`src/rtl/pcgd_pkg.sv`:
```
// Package for peripheral clock gate and disable block
package pcgd_pkg;

  // Register word offsets (byte addresses)
  localparam logic [7:0] OFF_ANALOG  = 8'h00;
  localparam logic [7:0] OFF_COMPAR  = 8'h04;
  localparam logic [7:0] OFF_CAPCMP  = 8'h08;
  localparam logic [7:0] OFF_TIMERS  = 8'h0c;
  localparam logic [7:0] OFF_SERIAL  = 8'h10;
  localparam logic [7:0] OFF_MISC    = 8'h14;
  localparam int         NUM_REGS    = 6;

  // Implemented-bit masks per register
  localparam logic [31:0] MASK_ANALOG = 32'h0000_1101;
  localparam logic [31:0] MASK_COMPAR = 32'h0000_0003;
  localparam logic [31:0] MASK_CAPCMP = 32'h001f_001f;
  localparam logic [31:0] MASK_TIMERS = 32'h0000_001f;
  localparam logic [31:0] MASK_SERIAL = 32'h0103_031f;
  localparam logic [31:0] MASK_MISC   = 32'h0001_0003;
  localparam logic [31:0] RESET_VAL   = 32'h0000_0000;

  // Field positions
  localparam int BIT_CONVERTER  = 0;
  localparam int BIT_CHARGE_TMR = 8;
  localparam int BIT_CMP_REF    = 12;
  localparam int BIT_CMP_ONE    = 0;
  localparam int BIT_CAPTURE    = 0;
  localparam int BIT_COMPARE    = 16;
  localparam int BIT_TIMER      = 0;
  localparam int BIT_UART       = 0;
  localparam int BIT_SPI        = 8;
  localparam int BIT_I2C        = 16;
  localparam int BIT_USB        = 24;
  localparam int BIT_CALENDAR   = 0;
  localparam int BIT_REF_OUT    = 1;
  localparam int BIT_PAR_PORT   = 16;

  // Per-peripheral off signals, one group each
  typedef struct packed {
    logic       converter_off;
    logic       charge_timer_off;
    logic       comparator_reference_off;
    logic [1:0] comparator_off;
    logic [4:0] capture_off;
    logic [4:0] compare_off;
    logic [4:0] timer_off;
    logic [4:0] uart_off;
    logic [1:0] spi_off;
    logic [1:0] i2c_off;
    logic       usb_off;
    logic       calendar_clock_off;
    logic       ref_clock_out_off;
    logic       parallel_port_off;
  } pcgd_off_t;

  // APB request bundle
  typedef struct packed {
    logic        psel;
    logic        penable;
    logic        pwrite;
    logic [7:0]  paddr;
    logic [31:0] pwdata;
  } pcgd_apb_req_t;

endpackage

```
`src/rtl/pcgd_top.sv`:
```
// Peripheral clock gate and disable register block with APB slave
`timescale 1ns/10ps

module pcgd_top #(
  parameter logic [31:0] PRESENT_ANALOG = 32'hffff_ffff,
  parameter logic [31:0] PRESENT_COMPAR = 32'hffff_ffff,
  parameter logic [31:0] PRESENT_CAPCMP = 32'hffff_ffff,
  parameter logic [31:0] PRESENT_TIMERS = 32'hffff_ffff,
  parameter logic [31:0] PRESENT_SERIAL = 32'hffff_ffff,
  parameter logic [31:0] PRESENT_MISC   = 32'hffff_ffff
) (
  input  wire logic                 ref_clk,
  input  wire logic                 sys_rst,
  input  wire logic                 psel,
  input  wire logic                 penable,
  input  wire logic                 pwrite,
  input  wire logic [7:0]           paddr,
  input  wire logic [31:0]          pwdata,
  output logic                      pready,
  output logic [31:0]               prdata,
  output logic                      pslverr,
  output pcgd_pkg::pcgd_off_t       clk_off,
  output pcgd_pkg::pcgd_off_t       reg_block
);

  // Whole block state
  typedef struct packed {
    logic [31:0]         analog;
    logic [31:0]         compar;
    logic [31:0]         capcmp;
    logic [31:0]         timers;
    logic [31:0]         serial;
    logic [31:0]         misc;
    logic                ready;
    logic [31:0]         rdata;
    logic                err;
    pcgd_pkg::pcgd_off_t off;
  } pcgd_state_t;

  pcgd_state_t st_ff;
  pcgd_state_t nxt_st;

  // Mask of w bits starting at bit p
  function automatic logic [31:0] bits_at(input int p, input int w);
    bits_at = 32'h0000_0000;
    for (int i = 0; i < 32; i++) begin
      if (i >= p && i < p + w) begin
        bits_at[i] = 1'b1;
      end
    end
  endfunction

  // Field layout per register, built from the field positions
  localparam logic [31:0] LAY_ANALOG =
    bits_at(pcgd_pkg::BIT_CONVERTER, 1) |
    bits_at(pcgd_pkg::BIT_CHARGE_TMR, 1) |
    bits_at(pcgd_pkg::BIT_CMP_REF, 1);
  localparam logic [31:0] LAY_COMPAR =
    bits_at(pcgd_pkg::BIT_CMP_ONE, 2);
  localparam logic [31:0] LAY_CAPCMP =
    bits_at(pcgd_pkg::BIT_CAPTURE, 5) |
    bits_at(pcgd_pkg::BIT_COMPARE, 5);
  localparam logic [31:0] LAY_TIMERS =
    bits_at(pcgd_pkg::BIT_TIMER, 5);
  localparam logic [31:0] LAY_SERIAL =
    bits_at(pcgd_pkg::BIT_UART, 5) |
    bits_at(pcgd_pkg::BIT_SPI, 2) |
    bits_at(pcgd_pkg::BIT_I2C, 2) |
    bits_at(pcgd_pkg::BIT_USB, 1);
  localparam logic [31:0] LAY_MISC =
    bits_at(pcgd_pkg::BIT_CALENDAR, 1) |
    bits_at(pcgd_pkg::BIT_REF_OUT, 1) |
    bits_at(pcgd_pkg::BIT_PAR_PORT, 1);

  // Writable bits: documented layout gated by variant complement
  localparam logic [31:0] WM_ANALOG =
    pcgd_pkg::MASK_ANALOG & LAY_ANALOG & PRESENT_ANALOG;
  localparam logic [31:0] WM_COMPAR =
    pcgd_pkg::MASK_COMPAR & LAY_COMPAR & PRESENT_COMPAR;
  localparam logic [31:0] WM_CAPCMP =
    pcgd_pkg::MASK_CAPCMP & LAY_CAPCMP & PRESENT_CAPCMP;
  localparam logic [31:0] WM_TIMERS =
    pcgd_pkg::MASK_TIMERS & LAY_TIMERS & PRESENT_TIMERS;
  localparam logic [31:0] WM_SERIAL =
    pcgd_pkg::MASK_SERIAL & LAY_SERIAL & PRESENT_SERIAL;
  localparam logic [31:0] WM_MISC   =
    pcgd_pkg::MASK_MISC & LAY_MISC & PRESENT_MISC;

  // Masked merge of write data into a register
  function automatic logic [31:0] upd(input logic [31:0] cur,
                                      input logic [31:0] wd,
                                      input logic [31:0] m);
    upd = (cur & ~m) | (wd & m);
  endfunction

  // Map register contents onto per-peripheral off bits
  function automatic pcgd_pkg::pcgd_off_t map_off(
    input logic [31:0] a, input logic [31:0] c, input logic [31:0] p,
    input logic [31:0] t, input logic [31:0] s, input logic [31:0] m);
    map_off.converter_off            = a[pcgd_pkg::BIT_CONVERTER];
    map_off.charge_timer_off         = a[pcgd_pkg::BIT_CHARGE_TMR];
    map_off.comparator_reference_off = a[pcgd_pkg::BIT_CMP_REF];
    map_off.comparator_off = c[pcgd_pkg::BIT_CMP_ONE +: 2];
    map_off.capture_off    = p[pcgd_pkg::BIT_CAPTURE +: 5];
    map_off.compare_off    = p[pcgd_pkg::BIT_COMPARE +: 5];
    map_off.timer_off      = t[pcgd_pkg::BIT_TIMER +: 5];
    map_off.uart_off       = s[pcgd_pkg::BIT_UART +: 5];
    map_off.spi_off        = s[pcgd_pkg::BIT_SPI +: 2];
    map_off.i2c_off        = s[pcgd_pkg::BIT_I2C +: 2];
    map_off.usb_off        = s[pcgd_pkg::BIT_USB];
    map_off.calendar_clock_off = m[pcgd_pkg::BIT_CALENDAR];
    map_off.ref_clock_out_off  = m[pcgd_pkg::BIT_REF_OUT];
    map_off.parallel_port_off  = m[pcgd_pkg::BIT_PAR_PORT];
  endfunction

  // One-hot select of the register at a byte address
  function automatic logic [5:0] sel_of(input logic [7:0] a);
    sel_of = 6'h00;
    unique case (a)
      pcgd_pkg::OFF_ANALOG: sel_of = 6'h01;
      pcgd_pkg::OFF_COMPAR: sel_of = 6'h02;
      pcgd_pkg::OFF_CAPCMP: sel_of = 6'h04;
      pcgd_pkg::OFF_TIMERS: sel_of = 6'h08;
      pcgd_pkg::OFF_SERIAL: sel_of = 6'h10;
      pcgd_pkg::OFF_MISC:   sel_of = 6'h20;
      default:              sel_of = 6'h00;
    endcase
  endfunction

  // Read word for a one-hot select; no select reads zero
  function automatic logic [31:0] rd_of(input logic [5:0]  s,
                                        input pcgd_state_t q);
    rd_of = pcgd_pkg::RESET_VAL;
    unique case (1'b1)
      s[0]:    rd_of = q.analog;
      s[1]:    rd_of = q.compar;
      s[2]:    rd_of = q.capcmp;
      s[3]:    rd_of = q.timers;
      s[4]:    rd_of = q.serial;
      s[5]:    rd_of = q.misc;
      default: rd_of = pcgd_pkg::RESET_VAL;
    endcase
  endfunction

  // Masked update of one register under its own strobe
  function automatic logic [31:0] wr_of(input logic        en,
                                        input logic [31:0] cur,
                                        input logic [31:0] wd,
                                        input logic [31:0] m);
    wr_of = cur;
    if (en) begin
      wr_of = upd(cur, wd, m);
    end
  endfunction

  logic        setup;    // Setup phase of a transfer
  logic        access;   // Access phase of a transfer
  logic        wr;       // Write strobe, setup phase
  logic        mapped;   // Address names a register
  logic [5:0]  sel;      // One-hot register select
  logic [5:0]  wen;      // Per-register write strobes
  logic [31:0] rd_word;  // Word picked by the read mux

  // Next state: APB decode, register update, read mux
  always_comb begin
    // Defaults: hold state, no answer
    nxt_st       = st_ff;
    nxt_st.ready = 1'b0;
    nxt_st.err   = 1'b0;

    // Bus phase decode
    setup  = psel && !penable;
    access = psel && penable;
    wr     = setup && pwrite;

    // Address decode and per-register strobes
    sel    = sel_of(paddr);
    mapped = |sel;
    wen    = wr ? sel : 6'h00;

    // Analog register: converter, charge timer, reference
    nxt_st.analog = wr_of(wen[0], st_ff.analog, pwdata, WM_ANALOG);

    // Comparator register
    nxt_st.compar = wr_of(wen[1], st_ff.compar, pwdata, WM_COMPAR);

    // Capture and compare register
    nxt_st.capcmp = wr_of(wen[2], st_ff.capcmp, pwdata, WM_CAPCMP);

    // Timer register
    nxt_st.timers = wr_of(wen[3], st_ff.timers, pwdata, WM_TIMERS);

    // Serial register: uart, spi, i2c, usb
    nxt_st.serial = wr_of(wen[4], st_ff.serial, pwdata, WM_SERIAL);

    // Misc register: calendar, reference out, parallel port
    nxt_st.misc = wr_of(wen[5], st_ff.misc, pwdata, WM_MISC);

    // Read data captured at setup, held otherwise
    rd_word = rd_of(sel, st_ff);
    if (setup) begin
      nxt_st.rdata = rd_word;
      nxt_st.ready = 1'b1;
      nxt_st.err   = !mapped;
    end
    // Zero-wait-state answer; ready drops after access
    if (access && st_ff.ready) begin
      nxt_st.ready = 1'b0;
    end
    // Clock stop and register block per peripheral
    nxt_st.off = map_off(nxt_st.analog, nxt_st.compar, nxt_st.capcmp,
                         nxt_st.timers, nxt_st.serial, nxt_st.misc);
  end

  // State register, all disables clear at reset
  always_ff @(posedge ref_clk or posedge sys_rst) begin
    if (sys_rst) begin
      st_ff <= '0;
    end else begin
      st_ff <= nxt_st;
    end
  end

  // Outputs straight from flops
  assign pready    = st_ff.ready;
  assign prdata    = st_ff.rdata;
  assign pslverr   = st_ff.err;
  assign clk_off   = st_ff.off;
  assign reg_block = st_ff.off;

endmodule

```
`config.mk`:
```
export PLATFORM = sky130hd
export DESIGN_NAME = pcgd_top
export DESIGN_NICKNAME = d
export VERILOG_FILES = /design/src/rtl/pcgd_pkg.sv /design/src/rtl/pcgd_top.sv
export SDC_FILE = /design/constraint.sdc
export NUM_CORES = 1
export LEC_CHECK = 0
export CAP_MARGIN = 20
export CORE_UTILIZATION = 29
export DETAILED_ROUTE_END_ITERATION = 16
export DONT_BUFFER_PORTS = 1
export MAX_ROUTING_LAYER = met4
export PLACE_DENSITY = 0.5
export RECOVER_POWER = 50
export SETUP_SLACK_MARGIN = 0.2
export SLEW_MARGIN = 20
export SYNTH_ARGS = -nofsm -noshare
export SYNTH_HDL_FRONTEND = slang
export SYNTH_SLANG_ARGS = --single-unit
```
`constraint.sdc`:
```
create_clock -name ref_clk -period 1.9 [get_ports ref_clk]
set_clock_uncertainty 0.1 [all_clocks]
set_input_delay 0 -clock ref_clk [delete_from_list [all_inputs] [get_ports ref_clk]]
set_output_delay 0 -clock ref_clk [all_outputs]
set_load 0.005 [all_outputs]
```
Word-level counts from Yosys, hierarchy flattened
Index checks and enable logic that the tools add are counted.

storage, ports and cells
  input bits = 45
  register bits after elaboration = 252
  word-level logic and storage cells = 55
  output and inout bits = 100

cells by class
  bitwise operators = 6
  equal/unequal tests = 5
  reduce and logical (&&, ||, !) cells = 8
  multiplexer cells = 9

operator list
  kind                                                                   number
  32-bit one-hot mux with 6 select lines                                 1
  6-bit one-hot mux with 6 select lines                                  1
  34-bit two-way mux                                                     1
  32-bit by 13-bit bitwise OR with 32-bit output                         1
  32-bit by 17-bit bitwise OR with 32-bit output                         1
  32-bit by 2-bit bitwise OR with 32-bit output                          1
  32-bit by 21-bit bitwise OR with 32-bit output                         1
  32-bit by 25-bit bitwise OR with 32-bit output                         1
  32-bit by 5-bit bitwise OR with 32-bit output                          1
  25-bit two-way mux                                                     1
  21-bit two-way mux                                                     1
  17-bit two-way mux                                                     1
  8-bit by 4-bit equality test with 1-bit output, second input constant  2
  8-bit by 5-bit equality test with 1-bit output, second input constant  2
  13-bit two-way mux                                                     1
  8-bit by 3-bit equality test with 1-bit output, second input constant  1
  8-bit zero test                                                        1
  6-bit two-way mux                                                      1
  6-bit OR reduction                                                     1
  1-bit logical AND                                                      4
  1-bit zero test                                                        2
  1-bit two-way mux                                                      1

Depth between registers and ports, before layout
  word-level depth = 6
  mapped depth = 7
  mapped depth without buffers = 5

Worst setup path before layout
Ideal clock, no wire load.

  path kind = input port to flip-flop
  start point = input paddr[7]
  end point = register st_ff, in the netlist clk_off[18]
  setup time = 0.125 ns
  path buffers = 1
  stages = 5
  data arrival time = 1.081 ns
  required time = 1.675 ns
  setup slack = 0.594 ns
  path through = nor4_2 -> buf_4 -> and3_4 -> nand2_8 -> mux2_4

on the way
  word-level cells in the longest chain between the ends = 4
  elaborated cells on any way between the ends = 9
  classes of those cells = eq/ne: 5; mux: 3; reduce/logical: 1

RTL lines
  element                                                                       line             RTL
  from (decl)                                                                   pcgd_top.sv:17   input wire logic [7:0] paddr,
  8-bit by 5-bit equality test with 1-bit output, or another cell as far along  pcgd_top.sv:119  unique case (a)
  6-bit one-hot mux with 6 select lines (*)                                     pcgd_top.sv:119
  6-bit two-way mux (*)                                                         pcgd_top.sv:179  wen = wr ? sel : 6'h00;
  21-bit two-way mux (*)                                                        pcgd_top.sv:151  if (en) begin
  to (signal assigned)                                                          pcgd_top.sv:220  st_ff <= nxt_st;
  to (decl)                                                                     pcgd_top.sv:40   pcgd_state_t st_ff;

Mark *: on every way between the ends. The rest lies on a longest branch, timed or not.
A chain may end at the register's enable or synchronous reset.

Final worst setup path
  start point = input penable
  end point = register st_ff[239] (netlist bit)

on the way
  word-level cells in the longest chain between the ends = 5

RTL lines
  element             line             RTL
  from (decl)         pcgd_top.sv:15   input wire logic penable,
  1-bit zero test     pcgd_top.sv:172  setup = psel && !penable;
  1-bit logical AND   pcgd_top.sv:172
  1-bit logical AND   pcgd_top.sv:174  wr = setup && pwrite;
  6-bit two-way mux   pcgd_top.sv:179
  13-bit two-way mux  pcgd_top.sv:151

No other way between the ends.

==> reports/metrics.yaml <==
hold_path_end: "st_ff[108]"
clk_latency_ps: 290
cts_setup_buffers: 0
netlist-cell-type-count: 41
wl_mm: 6.60
finalSetupViolations: 0
period_needed_ps: 1630
hpwl_mm: 4.62
top_usage_layer: "met2"
grt_pass1_wl_mm: 10.5
clk_pin_slew_ps: 90
rsz0062_at_grt: "no"
place_congestion: 0.731
grtUsageTotal_pct: 14.9
grt_use_met3_pct: 5.97
avgSynthCellArea_sq_um: 12.3
worstHoldStart: "pwrite"
areaGrowthSynthToFinish_pct: 11.1
grt_util_met2_pct: 22.2
maxCapViolCount: 0
initial_utilization_pct: 30.2
rr_endpoint: "clk_off[25]"
startpoint_type: "input pin"
drtIter0Drc: 27
reg2reg_depth: 2
cts_max_level: 2
grt_max_degree: 28
holdPathStages: 2
outcome: "completed"
required_ps: 1990
portBuffers: 0
first_pass_iters: 4
preCtsSetupSlack_ps: 276
hold_path_class: "input pin to flip-flop"
p_leak_nw: 1.44
die_h_um: 97.5
synthFlopType: "dfrtp_1"
ant_nets: 0
slew_violations: 0
clock_sinks: 49
viasPerCell: 4.85
cp_max_fo: 5
dieArea_sq_um: 9510
nets: 269
slew_headroom_pct: 36.5
numCtsBuffers: 5
finalHoldViolations: 0
cts_root_buffer: "clkbuf_8"
holdWs_ps: 10.2
dieWidth_um: 97.5
fillers: 896
post-route-period-util_pct: 85.7
ff_latch_area_sq_um: 1230
synth_cells: 216
peakVddDrop_mv: 0.246
cellPowerDensity_nw_per_um2: 642
async_reset_ff_share_pct: 100
grt_overflow: 0
end_kind: "flip-flop"
grt_use_met1_pct: 19.0
final_layout_size_suffix_gt1_share_pct: 27.1
vias: 1614
drc: 0
synth_edf_count: 0
yosysWarnings: 0
crit_arrival_ps: 1720
regToRegSetupSlack_ps: 410
cts_tree: "built"
synthesis.area_sq_um: 2650
seq_area_frac_synth_pct: 46.3
worst_pin_slew_ps: 951
antenna_found_initial: 0
fin_ws_ps: 271
multi_input_comb_area_sq_um: 1050
cts_buffer_depth: 2
timing.rr.start: "clk_off[25]"
ios: 145
grt_pass1_vias: 1740
rows: 34
setup_tns_ps: 0
fmax_ghz: 0.614
crit_type: "input pin to flip-flop"
core_sq_um: 8760
ys_seq_elements: 49
num_antenna_cells: 0
wl_per_cell_um: 19.8
==> flip-flops by register name, summed over array words and instances, names as in the netlist <==
register / count
clk_off: 14
prdata: 14
pready: 1
pslverr: 1
st_ff: 19
==> synth_stat cells (3+ instances only) <==
library cell / n / share of area [%]
o21ai_0: 4 / 0.76
and3_1: 3 / 0.71
mux2_2: 16 / 6.8
o211ai_1: 3 / 0.85
nand2_1: 15 / 2.1
a22o_1: 4 / 1.3
dfrtp_1: 49 / 46
nor3_1: 3 / 0.57
a32oi_1: 4 / 1.3
buf_2: 3 / 0.57
buf_4: 52 / 15
nand3_1: 7 / 1.3
mux2_4: 20 / 11
nor2_1: 3 / 0.43
==> cell families (layout without fill, tap and decap cells) <==
kind of cell	after synthesis	count (layout)	share of synthesized area, %
AO/OA/AOI/OAI	20	20	5.48
multiplexers	39	39	19.8
flip-flops	49	49	46.3
other	1	18	0.142
buffers and inverters	60	52	16.6
AND/OR/NAND/NOR	47	47	11.7
==> cell usage in the layout (no fill, tap or decap), types with 4 or more instances in the layout <==
master and n:
nand2_1 15, dlygate4sd3_1 33, nand3_1 7, a22o_1 4
conb_1 18, mux2_4 20, a32oi_1 4, dfrtp_1 49
o21ai_0 4, buf_4 7, clkbuf_8 7, mux2_2 16
==> stage by stage <==
| stage | util (%) | cells | total power [mW] | area (sq um) |
|---|---|---|---|---|
| 4_1_cts | 33.4 | 333 | 1.93 | 2930 |
| 3_5_place_dp | 28.4 | 291 | 1.19 | 2490 |
| 3_3_place_gp | 28.4 | 291 | 1.19 | 2490 |
| 2_1_floorplan | - | 233 | 1.21 | 2710 |
| 5_1_grt | 33.5 | 333 | 1.99 | 2940 |
| 6_report | 33.5 | 333 | 1.89 | 2940 |
==> repair_timing <==
| item | CTS | global route |
|---|---|---|
| setup endpoints to repair | 0 | 3 |
| hold endpoints to repair | 90 | 0 |
| hold buffers | 34 | 0 |
| gates resized for setup | 0 | 2 |
==> metal layers <==
layer | routed length, um | part of all wire (%)
met1 | 2930 | 44
met2 | 3020 | 46
met3 | 588 | 8.9
met4 | 55 | 0.83
met5 | 0 | 0
==> worst max path at each step <==
stage	startpoint	to	slack [ps]	cells past startpoint
floorplan	paddr[7]	clk_off[18]	590	5
global placement	paddr[7]	st_ff[103]	310	4
detailed placement	paddr[7]	clk_off[6]	280	4
CTS	penable	st_ff[239]	240	5
global route	penable	prdata[12]	120	6
finish	penable	st_ff[239]	270	5
==> power breakdown <==
group	switching (mW)	internal, mW	total, mW
Clock	0.339	0.330	0.669
Combinational	0.0757	0.0669	0.143
Sequential	0.0202	1.06	1.08
==> final cells by class <==
cell class	instances	area share, %
timing repair buffer	42	14.1
tap	108	4.60
multi-input combinational	124	35.8
sequential	49	41.7
clock inverter	1	0.170
inverter	2	0.255
clock buffer	7	3.28
==> critical path, stage by stage <==
cell           delay, ps
nand2b_1             270
nor3b_4              360
nand3_1              170
dlygate4sd3_1        630
mux2_2               290
Note: power is estimated with default switching activity, not from simulation.
